`src/common/asac_defines.svh`:
```
// Constants for the actuator setup and address configuration block
//
// Behaviour
// - The device number is the binary value on address switches one to four.
// - The group number is the binary value on switches five to seven, and with the device number forms the address.
// - Switch eight is not part of the address and, when set, blocks entry into setup mode.
// - Each switch field is read with its leftmost switch as the most significant bit.
// - Only device numbers five to eleven are valid, each selecting one controller role.
// - While the guider-block contact is closed the actuator holds its position, resuming when it opens.
// - In minimal-operation control mode the guider-block input is the automatic-mode request instead.
// - In setup mode parameters may be read, and only the changeable ones may be written.
// - Parameter zero sets the device number, limited to 01 through 0F hex.
// - Parameter one sets the group number, limited to 00 through 07 hex.
// - The settings-restore parameter takes 0 to 2; 1 loads customer settings, 2 loads internal defaults.
// - Service codes 1, 2, 42, 44 and 99 reset the guider, save, expand setup, save with backup and erase memory.
// - Codes 10 and 12 calibrate the pivot frame for device five; code 11 calibrates the beam for devices six to eleven.
// - The web-offset parameter holds an automatic-mode setpoint between -3250.0 and 3250.0 mm.
`ifndef ASAC_DEFINES_SVH
`define ASAC_DEFINES_SVH

// Register byte offsets
`define ASAC_OFS_DEVICE     8'h00
`define ASAC_OFS_GROUP      8'h04
`define ASAC_OFS_RESTORE    8'h08
`define ASAC_OFS_SERVICE    8'h0C
`define ASAC_OFS_VERSION    8'h10
`define ASAC_OFS_WEBOFFSET  8'h14
`define ASAC_OFS_CTRLMODE   8'h18
`define ASAC_OFS_SETUP      8'h1C
`define ASAC_OFS_STATUS     8'h20

// Parameter limits
`define ASAC_DEV_MIN        4'h1
`define ASAC_DEV_MAX        4'hF
`define ASAC_GRP_MAX        3'h7
`define ASAC_RESTORE_MAX    2'h2
`define ASAC_OFFSET_MIN     (-16'sd32500)
`define ASAC_OFFSET_MAX     (16'sd32500)
`define ASAC_MODE_MAX       3'h5
`define ASAC_MODE_MINIMAL   3'h2
`define ASAC_VALID_DEV_LO   4'h5
`define ASAC_VALID_DEV_HI   4'hB
`define ASAC_DEV_PIVOT      4'h5
`define ASAC_DEV_BEAM_LO    4'h6

// Restore values
`define ASAC_RESTORE_CUST   2'h1
`define ASAC_RESTORE_DFLT   2'h2

// Service codes
`define ASAC_SVC_RESET      8'h01
`define ASAC_SVC_SAVE       8'h02
`define ASAC_SVC_CALPIVOT   8'h0A
`define ASAC_SVC_CALBEAM    8'h0B
`define ASAC_SVC_CALGEAR    8'h0C
`define ASAC_SVC_EXPAND     8'h2A
`define ASAC_SVC_BACKUP     8'h2C
`define ASAC_SVC_ERASE      8'h63

// Reset values and field positions
`define ASAC_VERSION_RST    32'h0000_000F
`define ASAC_STAT_LOCK_BIT  8
`define ASAC_STAT_VALID_BIT 9
`define ASAC_STAT_BLOCK_BIT 10
`define ASAC_STAT_HOLD_BIT  11
`define ASAC_STAT_AUTO_BIT  12
`define ASAC_STAT_SETUP_BIT 13
`define ASAC_STAT_EXP_BIT   14
`define ASAC_SETTLE_CYCLES  2'h3

// AXI responses
`define ASAC_RESP_OKAY      2'h0
`define ASAC_RESP_SLVERR    2'h2
`define ASAC_RESP_DECERR    2'h3

`endif

```
`src/common/asac_pkg.sv`:
```
// Types of the actuator setup and address configuration block
package asac_pkg;

    // One-cycle service and restore strobes
    typedef struct packed {
        logic resetGuider;
        logic saveParams;
        logic saveBackup;
        logic expandSetup;
        logic eraseMemory;
        logic calPivot;
        logic calPivotGear;
        logic calBeam;
        logic restoreCustomer;
        logic restoreDefault;
    } asac_pulse_t;

    // Whole state of the block
    typedef struct packed {
        logic [7:0]  dipS1;
        logic [7:0]  dipS2;
        logic [7:0]  dipS3;
        logic [2:0]  blkS;
        logic [7:0]  dipStable;
        logic        blkStable;
        logic [1:0]  settleCnt;
        logic        loaded;
        logic [3:0]  devNum;
        logic [2:0]  grpNum;
        logic [1:0]  restoreVal;
        logic [7:0]  serviceVal;
        logic [15:0] webOffset;
        logic [2:0]  ctrlMode;
        logic        setupReq;
        logic        expanded;
        asac_pulse_t pulse;
        logic        awHeld;
        logic [7:0]  awAddr;
        logic        wHeld;
        logic [31:0] wData;
        logic [3:0]  wStrb;
        logic        bValid;
        logic [1:0]  bResp;
        logic        rValid;
        logic [31:0] rData;
        logic [1:0]  rResp;
    } asac_state_t;

endpackage

```
`src/hdl/asac_setup_config.sv`:
```
// Address switch decode, guider-block input and setup parameter service over AXI4-Lite
`timescale 1ns/1ps
`include "asac_defines.svh"

module asac_setup_config
    import asac_pkg::*;
(
    input  wire logic        clk,
    input  wire logic        nrst,
    input  wire logic        clkEn,
    input  wire logic [7:0]  dipSwitch,
    input  wire logic        guiderBlock,
    input  wire logic [7:0]  s_axi_awaddr,
    input  wire logic        s_axi_awvalid,
    output      logic        s_axi_awready,
    input  wire logic [31:0] s_axi_wdata,
    input  wire logic [3:0]  s_axi_wstrb,
    input  wire logic        s_axi_wvalid,
    output      logic        s_axi_wready,
    output      logic [1:0]  s_axi_bresp,
    output      logic        s_axi_bvalid,
    input  wire logic        s_axi_bready,
    input  wire logic [7:0]  s_axi_araddr,
    input  wire logic        s_axi_arvalid,
    output      logic        s_axi_arready,
    output      logic [31:0] s_axi_rdata,
    output      logic [1:0]  s_axi_rresp,
    output      logic        s_axi_rvalid,
    input  wire logic        s_axi_rready,
    output      logic [3:0]  deviceNumber,
    output      logic [2:0]  groupNumber,
    output      logic        addressValid,
    output      logic        setupLocked,
    output      logic        setupActive,
    output      logic        holdPosition,
    output      logic        autoModeRequest,
    output      logic [15:0] webOffset,
    output      logic [2:0]  controlMode,
    output      logic        expandedSetup,
    output      asac_pulse_t servicePulse
);

    asac_state_t state_reg;
    asac_state_t state_next;

    // Decoded views of the debounced switches
    logic [3:0]  swDev;
    logic [2:0]  swGrp;
    logic        swLock;
    logic        setupOk;
    logic        devValid;
    logic        minimalMode;
    logic        doWrite;
    logic        wrAccept;
    logic        wrKnown;
    logic [31:0] wd;
    logic [31:0] statusWord;
    logic [31:0] rdWord;
    logic        rdKnown;

    // Leftmost switch of each field is its most significant bit
    assign swDev  = {state_reg.dipStable[0], state_reg.dipStable[1],
                     state_reg.dipStable[2], state_reg.dipStable[3]};
    assign swGrp  = {state_reg.dipStable[4], state_reg.dipStable[5],
                     state_reg.dipStable[6]};
    assign swLock = state_reg.dipStable[7];

    // Lock switch overrides any software request
    assign setupOk     = state_reg.setupReq & ~swLock;
    assign devValid    = (state_reg.devNum >= `ASAC_VALID_DEV_LO) &&
                         (state_reg.devNum <= `ASAC_VALID_DEV_HI);
    assign minimalMode = (state_reg.ctrlMode == `ASAC_MODE_MINIMAL);
    assign wd          = state_reg.wData;

    // Status word, built from live state
    always_comb begin
        statusWord                          = 32'h0000_0000;
        statusWord[3:0]                     = swDev;
        statusWord[6:4]                     = swGrp;
        statusWord[`ASAC_STAT_LOCK_BIT]     = swLock;
        statusWord[`ASAC_STAT_VALID_BIT]    = devValid;
        statusWord[`ASAC_STAT_BLOCK_BIT]    = state_reg.blkStable;
        statusWord[`ASAC_STAT_HOLD_BIT]     = holdPosition;
        statusWord[`ASAC_STAT_AUTO_BIT]     = autoModeRequest;
        statusWord[`ASAC_STAT_SETUP_BIT]    = setupOk;
        statusWord[`ASAC_STAT_EXP_BIT]      = state_reg.expanded;
    end

    // Read decode; parameters stay readable outside setup mode
    always_comb begin
        rdKnown = 1'b1;
        unique case (s_axi_araddr)
            `ASAC_OFS_DEVICE:    rdWord = {28'h000_0000, state_reg.devNum};
            `ASAC_OFS_GROUP:     rdWord = {29'h0000_0000, state_reg.grpNum};
            `ASAC_OFS_RESTORE:   rdWord = {30'h0000_0000, state_reg.restoreVal};
            `ASAC_OFS_SERVICE:   rdWord = {24'h00_0000, state_reg.serviceVal};
            `ASAC_OFS_VERSION:   rdWord = `ASAC_VERSION_RST;
            `ASAC_OFS_WEBOFFSET: rdWord = {{16{state_reg.webOffset[15]}}, state_reg.webOffset};
            `ASAC_OFS_CTRLMODE:  rdWord = {29'h0000_0000, state_reg.ctrlMode};
            `ASAC_OFS_SETUP:     rdWord = {31'h0000_0000, state_reg.setupReq};
            `ASAC_OFS_STATUS:    rdWord = statusWord;
            default: begin
                rdWord  = 32'h0000_0000;
                rdKnown = 1'b0;
            end
        endcase
    end

    // Write validation: address known, full word, setup open, value in range
    assign doWrite = state_reg.awHeld & state_reg.wHeld & ~state_reg.bValid;
    always_comb begin
        wrKnown  = 1'b1;
        wrAccept = 1'b0;
        unique case (state_reg.awAddr)
            `ASAC_OFS_DEVICE:    wrAccept = (wd[31:4] == 28'h000_0000) &&
                                            (wd[3:0] >= `ASAC_DEV_MIN) && (wd[3:0] <= `ASAC_DEV_MAX);
            `ASAC_OFS_GROUP:     wrAccept = (wd[31:3] == 29'h0000_0000);
            `ASAC_OFS_RESTORE:   wrAccept = (wd[31:2] == 30'h0000_0000) &&
                                            (wd[1:0] <= `ASAC_RESTORE_MAX);
            `ASAC_OFS_SERVICE:   wrAccept = (wd[31:8] == 24'h00_0000);
            `ASAC_OFS_WEBOFFSET: wrAccept = ($signed(wd) >= 32'(`ASAC_OFFSET_MIN)) &&
                                            ($signed(wd) <= 32'(`ASAC_OFFSET_MAX));
            `ASAC_OFS_CTRLMODE:  wrAccept = (wd[31:3] == 29'h0000_0000) &&
                                            (wd[2:0] <= `ASAC_MODE_MAX);
            `ASAC_OFS_SETUP:     wrAccept = 1'b1;
            `ASAC_OFS_VERSION,
            `ASAC_OFS_STATUS:    wrAccept = 1'b0;
            default:             wrKnown  = 1'b0;
        endcase
        // Parameters other than the setup request need an open setup mode
        if (state_reg.awAddr != `ASAC_OFS_SETUP && !setupOk) begin
            wrAccept = 1'b0;
        end
        if (state_reg.wStrb != 4'hF) begin
            wrAccept = 1'b0;
        end
    end

    // Next-state logic
    always_comb begin
        state_next       = state_reg;
        state_next.pulse = '0;

        // Three-stage sync; a change counts once stages two and three agree
        state_next.dipS1 = dipSwitch;
        state_next.dipS2 = state_reg.dipS1;
        state_next.dipS3 = state_reg.dipS2;
        state_next.blkS  = {state_reg.blkS[1:0], guiderBlock};
        if (state_reg.dipS2 == state_reg.dipS3) begin
            state_next.dipStable = state_reg.dipS3;
        end
        if (state_reg.blkS[1] == state_reg.blkS[2]) begin
            state_next.blkStable = state_reg.blkS[2];
        end

        // Load the address once the chain has filled and the stable copy has caught up;
        // a bank that keeps bouncing delays the load rather than latching a half-settled value
        if (!state_reg.loaded) begin
            if (state_reg.settleCnt != `ASAC_SETTLE_CYCLES) begin
                state_next.settleCnt = state_reg.settleCnt + 2'h1;
            end else if (state_reg.dipS3 == state_reg.dipStable) begin
                state_next.loaded = 1'b1;
                state_next.devNum = swDev;
                state_next.grpNum = swGrp;
            end
        end

        // Address and data channels are taken independently
        if (s_axi_awvalid && !state_reg.awHeld) begin
            state_next.awHeld = 1'b1;
            state_next.awAddr = s_axi_awaddr;
        end
        if (s_axi_wvalid && !state_reg.wHeld) begin
            state_next.wHeld = 1'b1;
            state_next.wData = s_axi_wdata;
            state_next.wStrb = s_axi_wstrb;
        end

        // Execute a write once both halves are in
        if (doWrite) begin
            state_next.awHeld = 1'b0;
            state_next.wHeld  = 1'b0;
            state_next.bValid = 1'b1;
            state_next.bResp  = !wrKnown ? `ASAC_RESP_DECERR :
                                wrAccept ? `ASAC_RESP_OKAY : `ASAC_RESP_SLVERR;
            if (wrKnown && wrAccept) begin
                unique case (state_reg.awAddr)
                    `ASAC_OFS_DEVICE:    state_next.devNum = wd[3:0];
                    `ASAC_OFS_GROUP:     state_next.grpNum = wd[2:0];
                    `ASAC_OFS_WEBOFFSET: state_next.webOffset = wd[15:0];
                    `ASAC_OFS_CTRLMODE:  state_next.ctrlMode = wd[2:0];
                    `ASAC_OFS_SETUP:     state_next.setupReq = wd[0];
                    `ASAC_OFS_RESTORE: begin
                        state_next.restoreVal = wd[1:0];
                        // Defaults also return the tunables to their reset values
                        if (wd[1:0] == `ASAC_RESTORE_DFLT) begin
                            state_next.pulse.restoreDefault = 1'b1;
                            state_next.webOffset = 16'h0000;
                            state_next.ctrlMode  = 3'h0;
                        end
                        state_next.pulse.restoreCustomer = (wd[1:0] == `ASAC_RESTORE_CUST);
                    end
                    `ASAC_OFS_SERVICE: begin
                        state_next.serviceVal = wd[7:0];
                        unique case (wd[7:0])
                            `ASAC_SVC_RESET:    state_next.pulse.resetGuider = 1'b1;
                            `ASAC_SVC_SAVE:     state_next.pulse.saveParams  = 1'b1;
                            `ASAC_SVC_BACKUP:   state_next.pulse.saveBackup  = 1'b1;
                            `ASAC_SVC_ERASE:    state_next.pulse.eraseMemory = 1'b1;
                            `ASAC_SVC_EXPAND: begin
                                state_next.pulse.expandSetup = 1'b1;
                                state_next.expanded          = 1'b1;
                            end
                            // Calibrations only for the matching device role
                            `ASAC_SVC_CALPIVOT:
                                state_next.pulse.calPivot = (state_reg.devNum == `ASAC_DEV_PIVOT);
                            `ASAC_SVC_CALGEAR:
                                state_next.pulse.calPivotGear = (state_reg.devNum == `ASAC_DEV_PIVOT);
                            `ASAC_SVC_CALBEAM:
                                state_next.pulse.calBeam = (state_reg.devNum >= `ASAC_DEV_BEAM_LO) &&
                                                           (state_reg.devNum <= `ASAC_VALID_DEV_HI);
                            default: ;
                        endcase
                    end
                    default: ;
                endcase
            end
        end
        if (state_reg.bValid && s_axi_bready) begin
            state_next.bValid = 1'b0;
        end

        // Read: one outstanding, answer the cycle after the address
        if (s_axi_arvalid && !state_reg.rValid) begin
            state_next.rValid = 1'b1;
            state_next.rData  = rdWord;
            state_next.rResp  = rdKnown ? `ASAC_RESP_OKAY : `ASAC_RESP_DECERR;
        end else if (state_reg.rValid && s_axi_rready) begin
            state_next.rValid = 1'b0;
        end

        // Leaving setup mode drops the expanded view as well
        if (!setupOk) begin
            state_next.expanded = 1'b0;
        end
    end

    // State register; clock enable freezes everything
    always_ff @(posedge clk) begin
        if (!nrst) begin
            state_reg <= '0;
        end else if (clkEn) begin
            state_reg <= state_next;
        end
    end

    // Bus handshakes
    assign s_axi_awready = ~state_reg.awHeld;
    assign s_axi_wready  = ~state_reg.wHeld;
    assign s_axi_bvalid  = state_reg.bValid;
    assign s_axi_bresp   = state_reg.bResp;
    assign s_axi_arready = ~state_reg.rValid;
    assign s_axi_rvalid  = state_reg.rValid;
    assign s_axi_rdata   = state_reg.rData;
    assign s_axi_rresp   = state_reg.rResp;

    // Block outputs
    assign deviceNumber    = state_reg.devNum;
    assign groupNumber     = state_reg.grpNum;
    assign addressValid    = devValid & state_reg.loaded;
    assign setupLocked     = swLock;
    assign setupActive     = setupOk;
    assign holdPosition    = state_reg.blkStable & ~minimalMode;
    assign autoModeRequest = state_reg.blkStable & minimalMode;
    assign webOffset       = state_reg.webOffset;
    assign controlMode     = state_reg.ctrlMode;
    assign expandedSetup   = state_reg.expanded;
    assign servicePulse    = state_reg.pulse;

endmodule // asac_setup_config

```
`config.mk`:
```
export PLATFORM = sky130hd
export DESIGN_NAME = asac_setup_config
export DESIGN_NICKNAME = d
export VERILOG_FILES = /design/src/common/asac_pkg.sv /design/src/hdl/asac_setup_config.sv
export VERILOG_INCLUDE_DIRS = /design/src /design/src/common
export SDC_FILE = /design/constraint.sdc
export NUM_CORES = 1
export LEC_CHECK = 0
export BUFFER_PORTS_ARGS = -buffer_cell sky130_fd_sc_hd__buf_2
export CAP_MARGIN = 25
export CORE_MARGIN = 2
export CORE_UTILIZATION = 41
export CTS_BUF_LIST = sky130_fd_sc_hd__clkbuf_8 sky130_fd_sc_hd__clkbuf_16
export CTS_CLUSTER_SIZE = 14
export DETAILED_ROUTE_END_ITERATION = 8
export GPL_ROUTABILITY_DRIVEN = 0
export GPL_TIMING_DRIVEN = 0
export SETUP_SLACK_MARGIN = 0.1
export SLEW_MARGIN = 20
export SYNTH_ARGS = -nofsm -noshare
export SYNTH_HDL_FRONTEND = slang
export SYNTH_SLANG_ARGS = --single-unit
```
`constraint.sdc`:
```
create_clock -name clk -period 6.75 [get_ports clk]
set_input_delay 0.3375 -clock clk [delete_from_list [all_inputs] [get_ports clk]]
set_output_delay 0.3375 -clock clk [all_outputs]
set_load 0.02 [all_outputs]
```
Word level (Yosys, flattened, before mapping)
Cells that the tools add are included.
Widths: inputs -> output; s select.
- flip-flop bits (word level): 171
- bits of input ports: 69
- word-level logic and storage cells: 189
- $add $sub $neg: 1
- magnitude comparators: 9
- equal/unequal tests: 39
- muxes and demuxes: 42
- bitwise logic cells: 13
- reduce and logical (&&, ||, !) cells: 49
- operators by type and width (operator ; count):
    $pmux 32 s9 ; 1
    $eq 8x5->1 const B ; 8
    $eq 8x4->1 const B ; 7
    $mux 49 ; 1
    $mux 48 ; 1
    $mux 37 ; 1
    $eq 8x6->1 const B ; 4
    $ge 32x16->1 const B ; 1
    $le 32x16->1 const B ; 1
    $mux 8 ; 4
    $pmux 16 s2 ; 1
    $logic_not 30->1 ; 1
    $logic_not 29->1 ; 1
    $logic_not 28->1 ; 1
    $logic_not 24->1 ; 1
    $mux 1 ; 20
    $reduce_and 2->1 ; 10
    $mux 19 ; 1
    $mux 9 ; 2
    $reduce_or 9->1 ; 2
    $eq 8x3->1 const B ; 2
    $eq 8x8->1 ; 2
    $logic_not 8->1 ; 2
    $reduce_and 5->1 ; 3
    30 further kinds ; 75

Depth between registers and ports, before layout
Gate-level depths: netlist of the first run.
- word-level depth: 10
- mapped depth: 9
- depth with buffers taken out: 7

Worst setup path after synthesis of the first run
No wires, ideal clock.
- path type: register to register
- start point: register state_reg, in the netlist setupLocked
- end point: register state_reg, in the netlist servicePulse[8]
- setup time: 0.069 ns
- data arrival time: 2.391 ns
- slack: 4.290 ns
- cell stages (with the launch flop): 9
- path buffers: 1
- clock period less this slack: 2.460 ns
- cells stage by stage: dfxtp_1 > nor2b_1 > a41oi_1 > or4_1 > buf_2 > nor2_4 > nand4_4 > or4_4 > o21ai_1
- word-level cells in the longest chain between the ends: 9
- RTL lines (what ; RTL line ; source):
    start: declaration ; asac_setup_config.sv:43 ; asac_state_t state_reg;
    start signal: assignment ; asac_setup_config.sv:253 ; state_reg <= state_next;
    $not 1->1 ; asac_setup_config.sv:69 ; assign setupOk = state_reg.setupReq & ~swLock;
    $and 1x1->1 ; asac_setup_config.sv:69 ;
    via setupActive ; asac_setup_config.sv:34 ; output logic setupActive,
    $logic_not 1->1 ; -- ;
    $logic_and 1x1->1 ; asac_setup_config.sv:131 ; if (state_reg.awAddr != `ASAC_OFS_SETUP && !setupOk) begin
    $mux 1 ; asac_setup_config.sv:131 ;
    $mux 1 ; asac_setup_config.sv:134 ; if (state_reg.wStrb != 4'hF) begin
    $logic_and 1x1->1 ; asac_setup_config.sv:186 ; if (wrKnown && wrAccept) begin
    $mux 48 ; asac_setup_config.sv:186 ;
    $mux 49 ; asac_setup_config.sv:180 ; if (doWrite) begin
The timed path passes the listed nets, and every way through them passes these cells. The select of a mux whose other input is x is not followed.
A chain may end at the register's enable or synchronous reset.

Final worst setup path of the first run
- start point: register state_reg[75] in the netlist's numbering
- end point: register state_reg, in the netlist webOffset[14]
- word-level cells in the longest chain between the ends: 6
- RTL lines (what ; RTL line ; source):
    $eq 8x5->1, or another cell as far along ; asac_setup_config.sv:114 ; unique case (state_reg.awAddr)
    $pmux 1 s7 or $logic_and 1x1->1 (tied branches) ; asac_setup_config.sv:114, asac_setup_config.sv:131 ;
    $mux 1 ; asac_setup_config.sv:131 ;
    $mux 1 ; asac_setup_config.sv:134 ;
    $logic_and 1x1->1 ; asac_setup_config.sv:186 ;
    $reduce_and 5->1 (no source line) ; -- ;
Parallel ways exist; a longest one is shown, timed or not.

==> results of run 1 <==
[cells by family (layout without fill, tap and decap cells)]
family	after synthesis	count (layout)
buf+inv	133	311
compound gates	140	140
mux	75	75
flops	154	154
simple gates	360	360
fa+ha+maj	1	1
xor+xnor	17	17
[per-layer routing]
metal / up-vias / part of all wire / wire length, um / track usage
li1: 3328 / - / - / -
met1: 3052 / 0.47 / 9840 / 0.297
met2: 203 / 0.45 / 9400 / 0.343
met3: 26 / 0.056 / 1170 / 0.0506
met4: 0 / 0.018 / 364 / 0.0704
met5: - / 0 / 0 / 0
[layout make-up]
cell class / instances / area, um^2 / area share
multi-input cells: 593 / 3520 / 0.392
flip-flops and latches: 154 / 3080 / 0.343
repair buffers: 149 / 746 / 0.0830
plain buffers: 122 / 742 / 0.0826
clock buffers: 22 / 494 / 0.0550
well taps: 229 / 287 / 0.0319
clock inverters: 7 / 70.1 / 0.00780
inverters: 11 / 41.3 / 0.00460
[power by group through the flow]
stage | logic [mW] | registers [mW] | clock network (mW)
2_1_floorplan | 0.133 | 0.969 | 0
4_1_cts | 0.198 | 0.956 | 0.928
5_1_grt | 0.221 | 0.959 | 0.969
3_5_place_dp | 0.198 | 0.976 | 0
3_3_place_gp | 0.196 | 0.975 | 0
6_report | 0.199 | 0.956 | 0.912
[through the flow]
step                      total power [mW]  area [um^2]  setup WS, ns
after detailed placement              1.17         8410          3.84
after global routing                  2.15         8980          3.58
after floorplan                       1.10         7380          4.29
after global placement                1.17         8410          3.84
after CTS                             2.08         8980          3.83
final                                 2.07         8980          3.81
[placed cells by master (no fill, tap or decap), types with 8 or more instances in the layout]
master,count
a21oi_1,57
a31oi_1,8
buf_2,154
buf_4,72
clkbuf_1,41
clkbuf_16,17
dfxtp_1,154
inv_1,13
mux2i_1,73
nand2_1,156
nand3_1,14
nand4_1,11
nor2_1,95
nor3_1,20
nor4_1,8
o21ai_0,23
or4_1,9
xnor2_1,16
[worst register-to-register path, delay by kind of cell, from the launching register on]
kind,cells,cell delay (ns)
simple gates,2,1.37
compound gates,4,0.67
flops,1,0.39
buf+inv,1,0.26
mux,1,0.19
[path summary, 6_finish.rpt]
kind                                    start                           to  slack, ns  depth (start not counted)
hold reg to reg   s_axi_rdata[7]$_SDFFE_PN0P_  s_axi_rdata[7]$_SDFFE_PN0P_       0.45                          2
setup / recovery   state_reg[75]$_SDFFE_PN0P_   webOffset[14]$_SDFFE_PN0P_       3.81                          8
hold / removal                s_axi_wdata[24]          wd[24]$_SDFFE_PN0P_       0.15                          3
setup reg to reg   state_reg[75]$_SDFFE_PN0P_   webOffset[14]$_SDFFE_PN0P_       3.81                          8
==> run_results.csv, run 1 <==
group,metric,value,unit
logic_synthesis,synth_top_family_by_area,"simple AND/OR/NAND/NOR gates",
clocking,clk_pin_slew,0.06,ns
cells_and_area,fin_nets,1118,
sta,final.setup_skew,0.0112,ns
worst_setup_path,start_kind,"flip-flop",
logic_synthesis,ys_seq_area_frac,0.418,
logic_synthesis,yosysTopAreaCellShare,0.418,
floorplan,dieArea,19100,um^2
logic_synthesis,syn_area_per_cell,8.39,um^2
hold_path,hp-class,"in -> reg",
cells_and_area,antennaDiodeCount,0,
route,routed_wirelength,20.8,mm
global_routing,antenna_found_initial,0,
sta,setup_viol,0,
worst_setup_path,crit_type,"reg -> reg",
logic_synthesis,synth_compound_area_frac,0.120,
cells_and_area,drive_above_1_share,0.255,
clocking,numCtsBuffers,17,
logic_synthesis,yosysWarnings,0,
sta,fin_crit,2.94,ns
clocking,post-cts-setup-buffer-count,0,
route,postRouteAntennaNets,0,
logic_synthesis,synth_common_cells,"nand2_1, dfxtp_1, nor2_1",
logic_synthesis,synthSimpleGateAreaFrac,0.233,
logic_synthesis,ys_types,62,
worst_setup_path,end_kind,"flip-flop",
global_routing,grt_overflow_total,0,
logic_synthesis,synthArstFlopShare,0,
power_and_ir_drop,seq_power_share,0.463,
cells_and_area,fill_cells,1814,
clocking,cts_resized,0,
cells_and_area,final_util,0.503,
route,vias_per_cell,5.14,
logic_synthesis,synthAdderAreaFrac,0.00170,
placed_design,io_buffers,148,
route,wl_per_cell,16.1,um
route,dr.pass1.iters,5,
worst_setup_path,cp.arrival,3.30,ns
power_and_ir_drop,peakVddDrop,0.000138,V
logic_synthesis,synth-seq-cells,154,
logic_synthesis,synth_fp_nets,950,
floorplan,io_pins,152,
placed_design,hpwl,15.8,mm
global_routing,grt_pass1_vias,6195,
cells_and_area,area_delta_synth_final,21.7,%
global_routing,grt_pass1_wl,33.3,mm
cells_and_area,largest_reg_flops,45,
clocking,h-tree-depth,4,
logic_synthesis,synth_edf_count,0,
clocking,tritoncts,"built",
cells_and_area,instances_no_fill,1287,
worst_setup_path,critical_path_buf_inv_count,1,
global_routing,grt_max_degree,19,
sta,fin_tns_setup,0,ns
clocking,cts_root_buffer,"clkbuf_16",
route,drc,0,
power_and_ir_drop,switching_power,0.508,mW
sta,slew_viol_final,0,
power_and_ir_drop,clockPowerShare,0.441,
global_routing,gr-usage-all-layers,0.218,
power_and_ir_drop,leakage,3.88,nW
worst_setup_path,critical_path.top_delay_family,"simple AND/OR/NAND/NOR gates",
logic_synthesis,yosys.area.top_type,"dfxtp_1",
floorplan,die_h,138,um
sta,final_hold_viol_count,0,
logic_synthesis,synth_mux_area_frac,0.102,
sta,relSlewSlack,0.273,
floorplan,die_w,138,um
placed_design,dp_cells,1258,
clocking,cts.sinks,154,
power_and_ir_drop,p_int,1.56,mW
sta,min_period_over_period,0.436,
logic_synthesis,synth.area.top_cells,"dfxtp_1, mux2i_1, nand2_1, buf_4, nor2_1",
sta,fmax,340,MHz
clocking,cts_hold_buffers,0,
floorplan,core-area,17800,um^2
logic_synthesis,synthMostInstantiatedCell,"nand2_1",
job,maxCapViolCount,0,
worst_setup_path,crit_slowest_cell,"nor4_2",
logic_synthesis,syn_inst,880,
sta,rsz0062_at_grt,"no",
floorplan,rows,49,
clocking,cts.path.max_buffers,2,
clocking,clkLatencyLatePin,0.43,ns
route,vias,6609,
worst_setup_path,crit_chain,"nor4_2 -> a32oi_1 -> o32ai_1 -> a22o_1 -> a21oi_1 -> nor3_4 -> buf_6 -> mux2i_1",
power_and_ir_drop,power_density,230,nW/um^2
logic_synthesis,synth-xor-area-share,0.0202,
logic_synthesis,netlist_area,7380,um^2
floorplan,start_util,0.414,
worst_setup_path,slowest_delay,0.84,ns
logic_synthesis,synth-main-ff-cell,"dfxtp_1",
route,drt-initial-drc-count,501,
sta,tightest_slew,1.08,ns
power_and_ir_drop,combinationalPowerShare,0.096,
status,status,"completed",
worst_setup_path,critPathMaxFanout,10,
worst_setup_path,required,7.11,ns
power_and_ir_drop,swShare,0.246,
sta,hold_ws,0.147,ns
(Power assumes the default switching activity.)
==> inputs of run 2 (changes only) <==
==> constraint.sdc (replaced) <==
create_clock -name clk -period 2.96 [get_ports clk]
set_input_delay 0.148 -clock clk [delete_from_list [all_inputs] [get_ports clk]]
set_output_delay 0.148 -clock clk [all_outputs]
set_load 0.02 [all_outputs]
==> run_results.csv, run 2 (synthesized netlist as in run 1, its figures left out) <==
group,metric,value,unit
sta,fin_crit,2.72,ns
cells_and_area,mostFrequentLayoutCell,"nand2_1",
worst_setup_path,crit_slowest_cell,"or4_4",
placed_design,dp_slack,0.0529,ns
floorplan,dieArea,19100,um^2
floorplan,rows,49,
worst_setup_path,critical_path.top_delay_family,"simple AND/OR/NAND/NOR gates",
route,drc,0,
global_routing,grt_pass1_vias,6491,
route,drt-initial-drc-count,442,
cells_and_area,drive_above_1_share,0.246,
clocking,tritoncts,"built",
cells_and_area,largest_reg_flops,45,
sta,fmax,368,MHz
cells_and_area,fin_nets,1174,
clocking,clk_pin_slew,0.06,ns
job,maxCapViolCount,0,
worst_setup_path,crit_chain,"nor2b_2 -> a41oi_1 -> or4_1 -> buf_2 -> nor2_4 -> nand4_4 -> or4_4 -> o21ai_1",
route,routed_wirelength,21.3,mm
cells_and_area,final_cell_mix,"nand2_1, buf_2, dfxtp_1, nor2_1, buf_4",
clocking,cts.sinks,154,
sta,tightest_slew,1.03,ns
worst_setup_path,startpoint,"state_reg[95]$_SDFFE_PN0P_",
clocking,cts_root_buffer,"clkbuf_16",
floorplan,start_util,0.414,
clocking,clkLatencyLatePin,0.43,ns
global_routing,grt_overflow_total,0,
worst_setup_path,r2r_start,"state_reg[95]$_SDFFE_PN0P_",
route,vias_per_cell,5.11,
sta,final.setup_skew,0.0119,ns
power_and_ir_drop,peakVddDrop,0.000321,V
global_routing,grt_max_degree,19,
worst_setup_path,crit_cells,8,
worst_setup_path,r2r_slack,0.24,ns
clocking,cts.path.max_buffers,2,
placed_design,io_buffers,148,
clocking,h-tree-depth,4,
worst_setup_path,cp.arrival,3.08,ns
power_and_ir_drop,leakage,4.13,nW
global_routing,grt_pass1_wl,34.3,mm
sta,final_hold_viol_count,0,
sta,setup_ws,0.245,ns
status,status,"completed",
worst_setup_path,end_kind,"flip-flop",
route,wl_per_cell,15.9,um
power_and_ir_drop,power_density,500,nW/um^2
cells_and_area,final_util,0.536,
sta,relSlewSlack,0.305,
worst_setup_path,critical_path_buf_inv_count,1,
worst_setup_path,required,3.32,ns
sta,fin_tns_setup,0,ns
worst_setup_path,crit_type,"reg -> reg",
floorplan,io_pins,152,
floorplan,die_w,138,um
cells_and_area,area_delta_synth_final,29.6,%
sta,slew_viol_final,0,
cells_and_area,antennaDiodeCount,0,
power_and_ir_drop,p_total,4.78,mW
hold_path,hp-class,"in -> reg",
worst_setup_path,crit_path_end,"servicePulse[8]$_SDFFE_PN0P_",
placed_design,hpwl,15.8,mm
clocking,numCtsBuffers,17,
global_routing,gr-usage-all-layers,0.224,
worst_setup_path,reg2reg_to,"servicePulse[8]$_SDFFE_PN0P_",
worst_setup_path,slowest_delay,0.52,ns
sta,setup_viol,0,
worst_setup_path,critPathMaxFanout,9,
sta,min_period_over_period,0.917,
route,vias,6866,
worst_setup_path,start_kind,"flip-flop",
sta,rsz0062_at_grt,"no",
worst_setup_path,reg2regPathDepth,8,
floorplan,die_h,138,um
route,dr.pass1.iters,5,
route,postRouteAntennaNets,0,
global_routing,antenna_found_initial,0,
floorplan,core-area,17800,um^2
==> run 2: power breakdown <==
group	switching, mW	internal [mW]	total [mW]
logic	0.289	0.224	0.512
registers	0.0521	2.13	2.18
clock network	0.834	1.25	2.08
==> run 2: layout make-up <==
cell class / count / area (um^2)
buffer: 122 / 742
tap: 229 / 287
multi-input combinational: 593 / 3540
clock buffer: 22 / 494
timing repair buffer: 205 / 1300
fill: 1747 / 8280
clock inverter: 7 / 70.1
sequential: 154 / 3080
inverter: 11 / 41.3
==> run 2: metal layers <==
layer | vias up | part of all wire | GRT usage | wire, um
met3 | 32 | 0.055 | 0.0495 | 1180
met4 | 0 | 0.020 | 0.0720 | 424
met5 | - | 0 | 0 | 0
met1 | 3179 | 0.46 | 0.300 | 9820
met2 | 218 | 0.46 | 0.362 | 9880
li1 | 3437 | - | - | -
==> run 2: per-stage QoR <==
step / instances / hold WS [ns] / area, um^2
6_report: 1343 / 0.00394 / 9560
5_1_grt: 1343 / 0.0275 / 9560
4_1_cts: 1341 / 0.00748 / 9530
3_5_place_dp: 1258 / 0.391 / 8410
3_3_place_gp: 1257 / 0.379 / 8410
2_1_floorplan: 880 / 0.284 / 7380
==> run 2: how the worst min path moves through the flow <==
stage	from	depth (start not counted)	end
2_1_floorplan	s_axi_wstrb[0]	2	state_reg[38]$_SDFFE_PN0P_
3_3_place_gp	s_axi_awaddr[0]	3	state_reg[75]$_SDFFE_PN0P_
3_5_place_dp	s_axi_awaddr[2]	3	state_reg[77]$_SDFFE_PN0P_
4_1_cts	s_axi_bready	4	s_axi_bvalid$_SDFFE_PN0P_
5_1_grt	s_axi_bready	4	s_axi_bvalid$_SDFFE_PN0P_
6_report	s_axi_bready	4	s_axi_bvalid$_SDFFE_PN0P_
==> run 2: repair_timing <==
| item | in CTS | in global routing |
|---|---|---|
| hold endpoints to repair | 54 | 0 |
| endpoints found under the setup margin | 13 | 19 |
| resized for setup | 2 | 2 |
| cloned | 0 | 0 |
| pin swaps | 0 | 1 |
| hold buffers | 54 | 0 |
| setup buffers | 0 | 2 |
==> run 2: tightest hold or removal path: stages <==
cell and delay [ns]:
buf_2 0.08, nand2_1 0.04, nand2_1 0.05, a21oi_1 0.05
==> inputs of run 3 (changes only) <==
--- a/config.mk
+++ b/config.mk
@@ -8,6 +8,7 @@
 export LEC_CHECK = 0
 export BUFFER_PORTS_ARGS = -buffer_cell sky130_fd_sc_hd__buf_2
 export CAP_MARGIN = 25
+export CORE_ASPECT_RATIO = 1.75
 export CORE_MARGIN = 2
 export CORE_UTILIZATION = 41
 export CTS_BUF_LIST = sky130_fd_sc_hd__clkbuf_8 sky130_fd_sc_hd__clkbuf_16
@@ -15,6 +16,7 @@
 export DETAILED_ROUTE_END_ITERATION = 8
 export GPL_ROUTABILITY_DRIVEN = 0
 export GPL_TIMING_DRIVEN = 0
+export RECOVER_POWER = 25
 export SETUP_SLACK_MARGIN = 0.1
 export SLEW_MARGIN = 20
 export SYNTH_ARGS = -nofsm -noshare
==> run_results.csv, run 3 (synthesized netlist as in run 1, its figures left out) <==
group,metric,value,unit
sta,rsz0062_at_grt,"no",
route,dr.pass1.iters,7,
worst_setup_path,end_kind,"flip-flop",
cells_and_area,fin_nets,1174,
cells_and_area,antennaDiodeCount,0,
cells_and_area,register_area,3080,um^2
floorplan,core-area,17500,um^2
clocking,cts.path.max_buffers,2,
clocking,clkLatencyLatePin,0.43,ns
cells_and_area,area_delta_synth_final,29.2,%
sta,slew_viol_final,0,
route,vias_per_cell,5.13,
route,routed_wirelength,22.5,mm
placed_design,hpwl,16.9,mm
cells_and_area,multi_input_area,3560,um^2
route,postRouteAntennaNets,0,
global_routing,grt_max_degree,19,
global_routing,gr-usage-all-layers,0.233,
placed_design,io_buffers,148,
clocking,cts_root_buffer,"clkbuf_16",
clocking,tritoncts,"built",
route,drt-initial-drc-count,278,
sta,fin_tns_setup,0,ns
cells_and_area,largest_reg_flops,45,
sta,min_period_over_period,0.921,
worst_setup_path,critPathMaxFanout,10,
clocking,clk_pin_slew,0.07,ns
cells_and_area,drive_above_1_share,0.198,
floorplan,io_pins,152,
job,maxCapViolCount,0,
clocking,h-tree-depth,4,
global_routing,grt_pass1_wl,34.9,mm
sta,final.setup_skew,0.0117,ns
cells_and_area,fill_cells,1724,
sta,hold_ws,0.0146,ns
floorplan,start_util,0.421,
sta,fmax,367,MHz
worst_setup_path,required,3.31,ns
global_routing,grt_pass1_vias,6714,
sta,setup_viol,0,
power_and_ir_drop,peakVddDrop,0.000313,V
cells_and_area,final_cell_mix,"nand2_1, dfxtp_1, clkbuf_1, nor2_1, buf_2",
floorplan,rows,64,
floorplan,die_h,181,um
clocking,cts.sinks,154,
power_and_ir_drop,power_density,512,nW/um^2
cells_and_area,mostFrequentLayoutCell,"nand2_1",
route,wl_per_cell,16.7,um
power_and_ir_drop,leakage,3.88,nW
sta,tightest_slew,1.03,ns
floorplan,dieArea,19100,um^2
clocking,numCtsBuffers,17,
worst_setup_path,cp.arrival,3.07,ns
sta,final_hold_viol_count,0,
global_routing,grt_overflow_total,0,
hold_path,hp-class,"in -> reg",
global_routing,antenna_found_initial,0,
sta,relSlewSlack,0.310,
worst_setup_path,start_kind,"flip-flop",
floorplan,die_w,105,um
route,vias,6921,
route,drc,0,
status,status,"completed",
sta,fin_crit,2.72,ns
worst_setup_path,crit_type,"reg -> reg",
[run 3: per-stage QoR]
step                      setup slack (ns)  utilization  cell area [um^2]  power (mW)  instances
after CTS                            0.153        0.546              9570        4.91       1346
after floorplan                      0.500            -              7380        2.51        880
after global placement              0.0940        0.480              8410        2.68       1259
after detailed placement            0.0500        0.480              8420        2.69       1259
after global routing                 0.107        0.544              9540        5.07       1348
final                                0.235        0.544              9540        4.88       1348
[run 3: repair_timing]
action / CTS / global route
buffers inserted: 1 / 2
gates resized for setup: 2 / 3
endpoints found under the setup margin: 13 / 11
endpoints found under the hold margin: 54 / 0
hold buffers: 54 / 0
pin swaps: 1 / 1
[run 3: routing by layer]
layer  track usage  wire [um]  vias up
met2         0.444      12100      198
met4        0.0960        767        0
met1         0.248       8490     3249
li1              -          -     3431
met5             0          0        -
met3        0.0391       1070       43
[run 3: cell type report]
type,count,share of cell area
plain buffers,122,0.0778
clock buffers,17,0.0446
clock inverters,15,0.0174
inverters,11,0.00433
multi-input cells,593,0.373
flip-flops and latches,154,0.323
well taps,231,0.0303
repair buffers,205,0.129
[run 3: worst paths after layout]
kind,start,to,slack [ns],depth (start not counted)
max,wd[14]$_SDFFE_PN0P_,controlMode[0]$_SDFFE_PN0P_,0.24,8
min,s_axi_rready,s_axi_rvalid$_SDFFE_PN0P_,0.01,4
max reg2reg,wd[14]$_SDFFE_PN0P_,controlMode[0]$_SDFFE_PN0P_,0.24,8
min reg2reg,state_reg[41]$_SDFFE_PN0P_,state_reg[41]$_SDFFE_PN0P_,0.45,2
[run 3: report_power, final]
part	leakage (nW)	internal [mW]	switching, mW	total [mW]
Combinational	2.35	0.223	0.295	0.518
Sequential	1.25	2.13	0.0521	2.18
Clock	0.280	1.26	0.925	2.18
Total	3.88	3.61	1.27	4.88
[run 3: critical path, stage by stage (launching register included)]
cell	delay, ns
dfxtp_1	0.34
nor4_1	0.24
nor3b_1	0.55
and4_1	0.28
a22o_1	0.21
a21oi_1	0.11
buf_2	0.21
nor3_2	0.46
mux2i_1	0.25
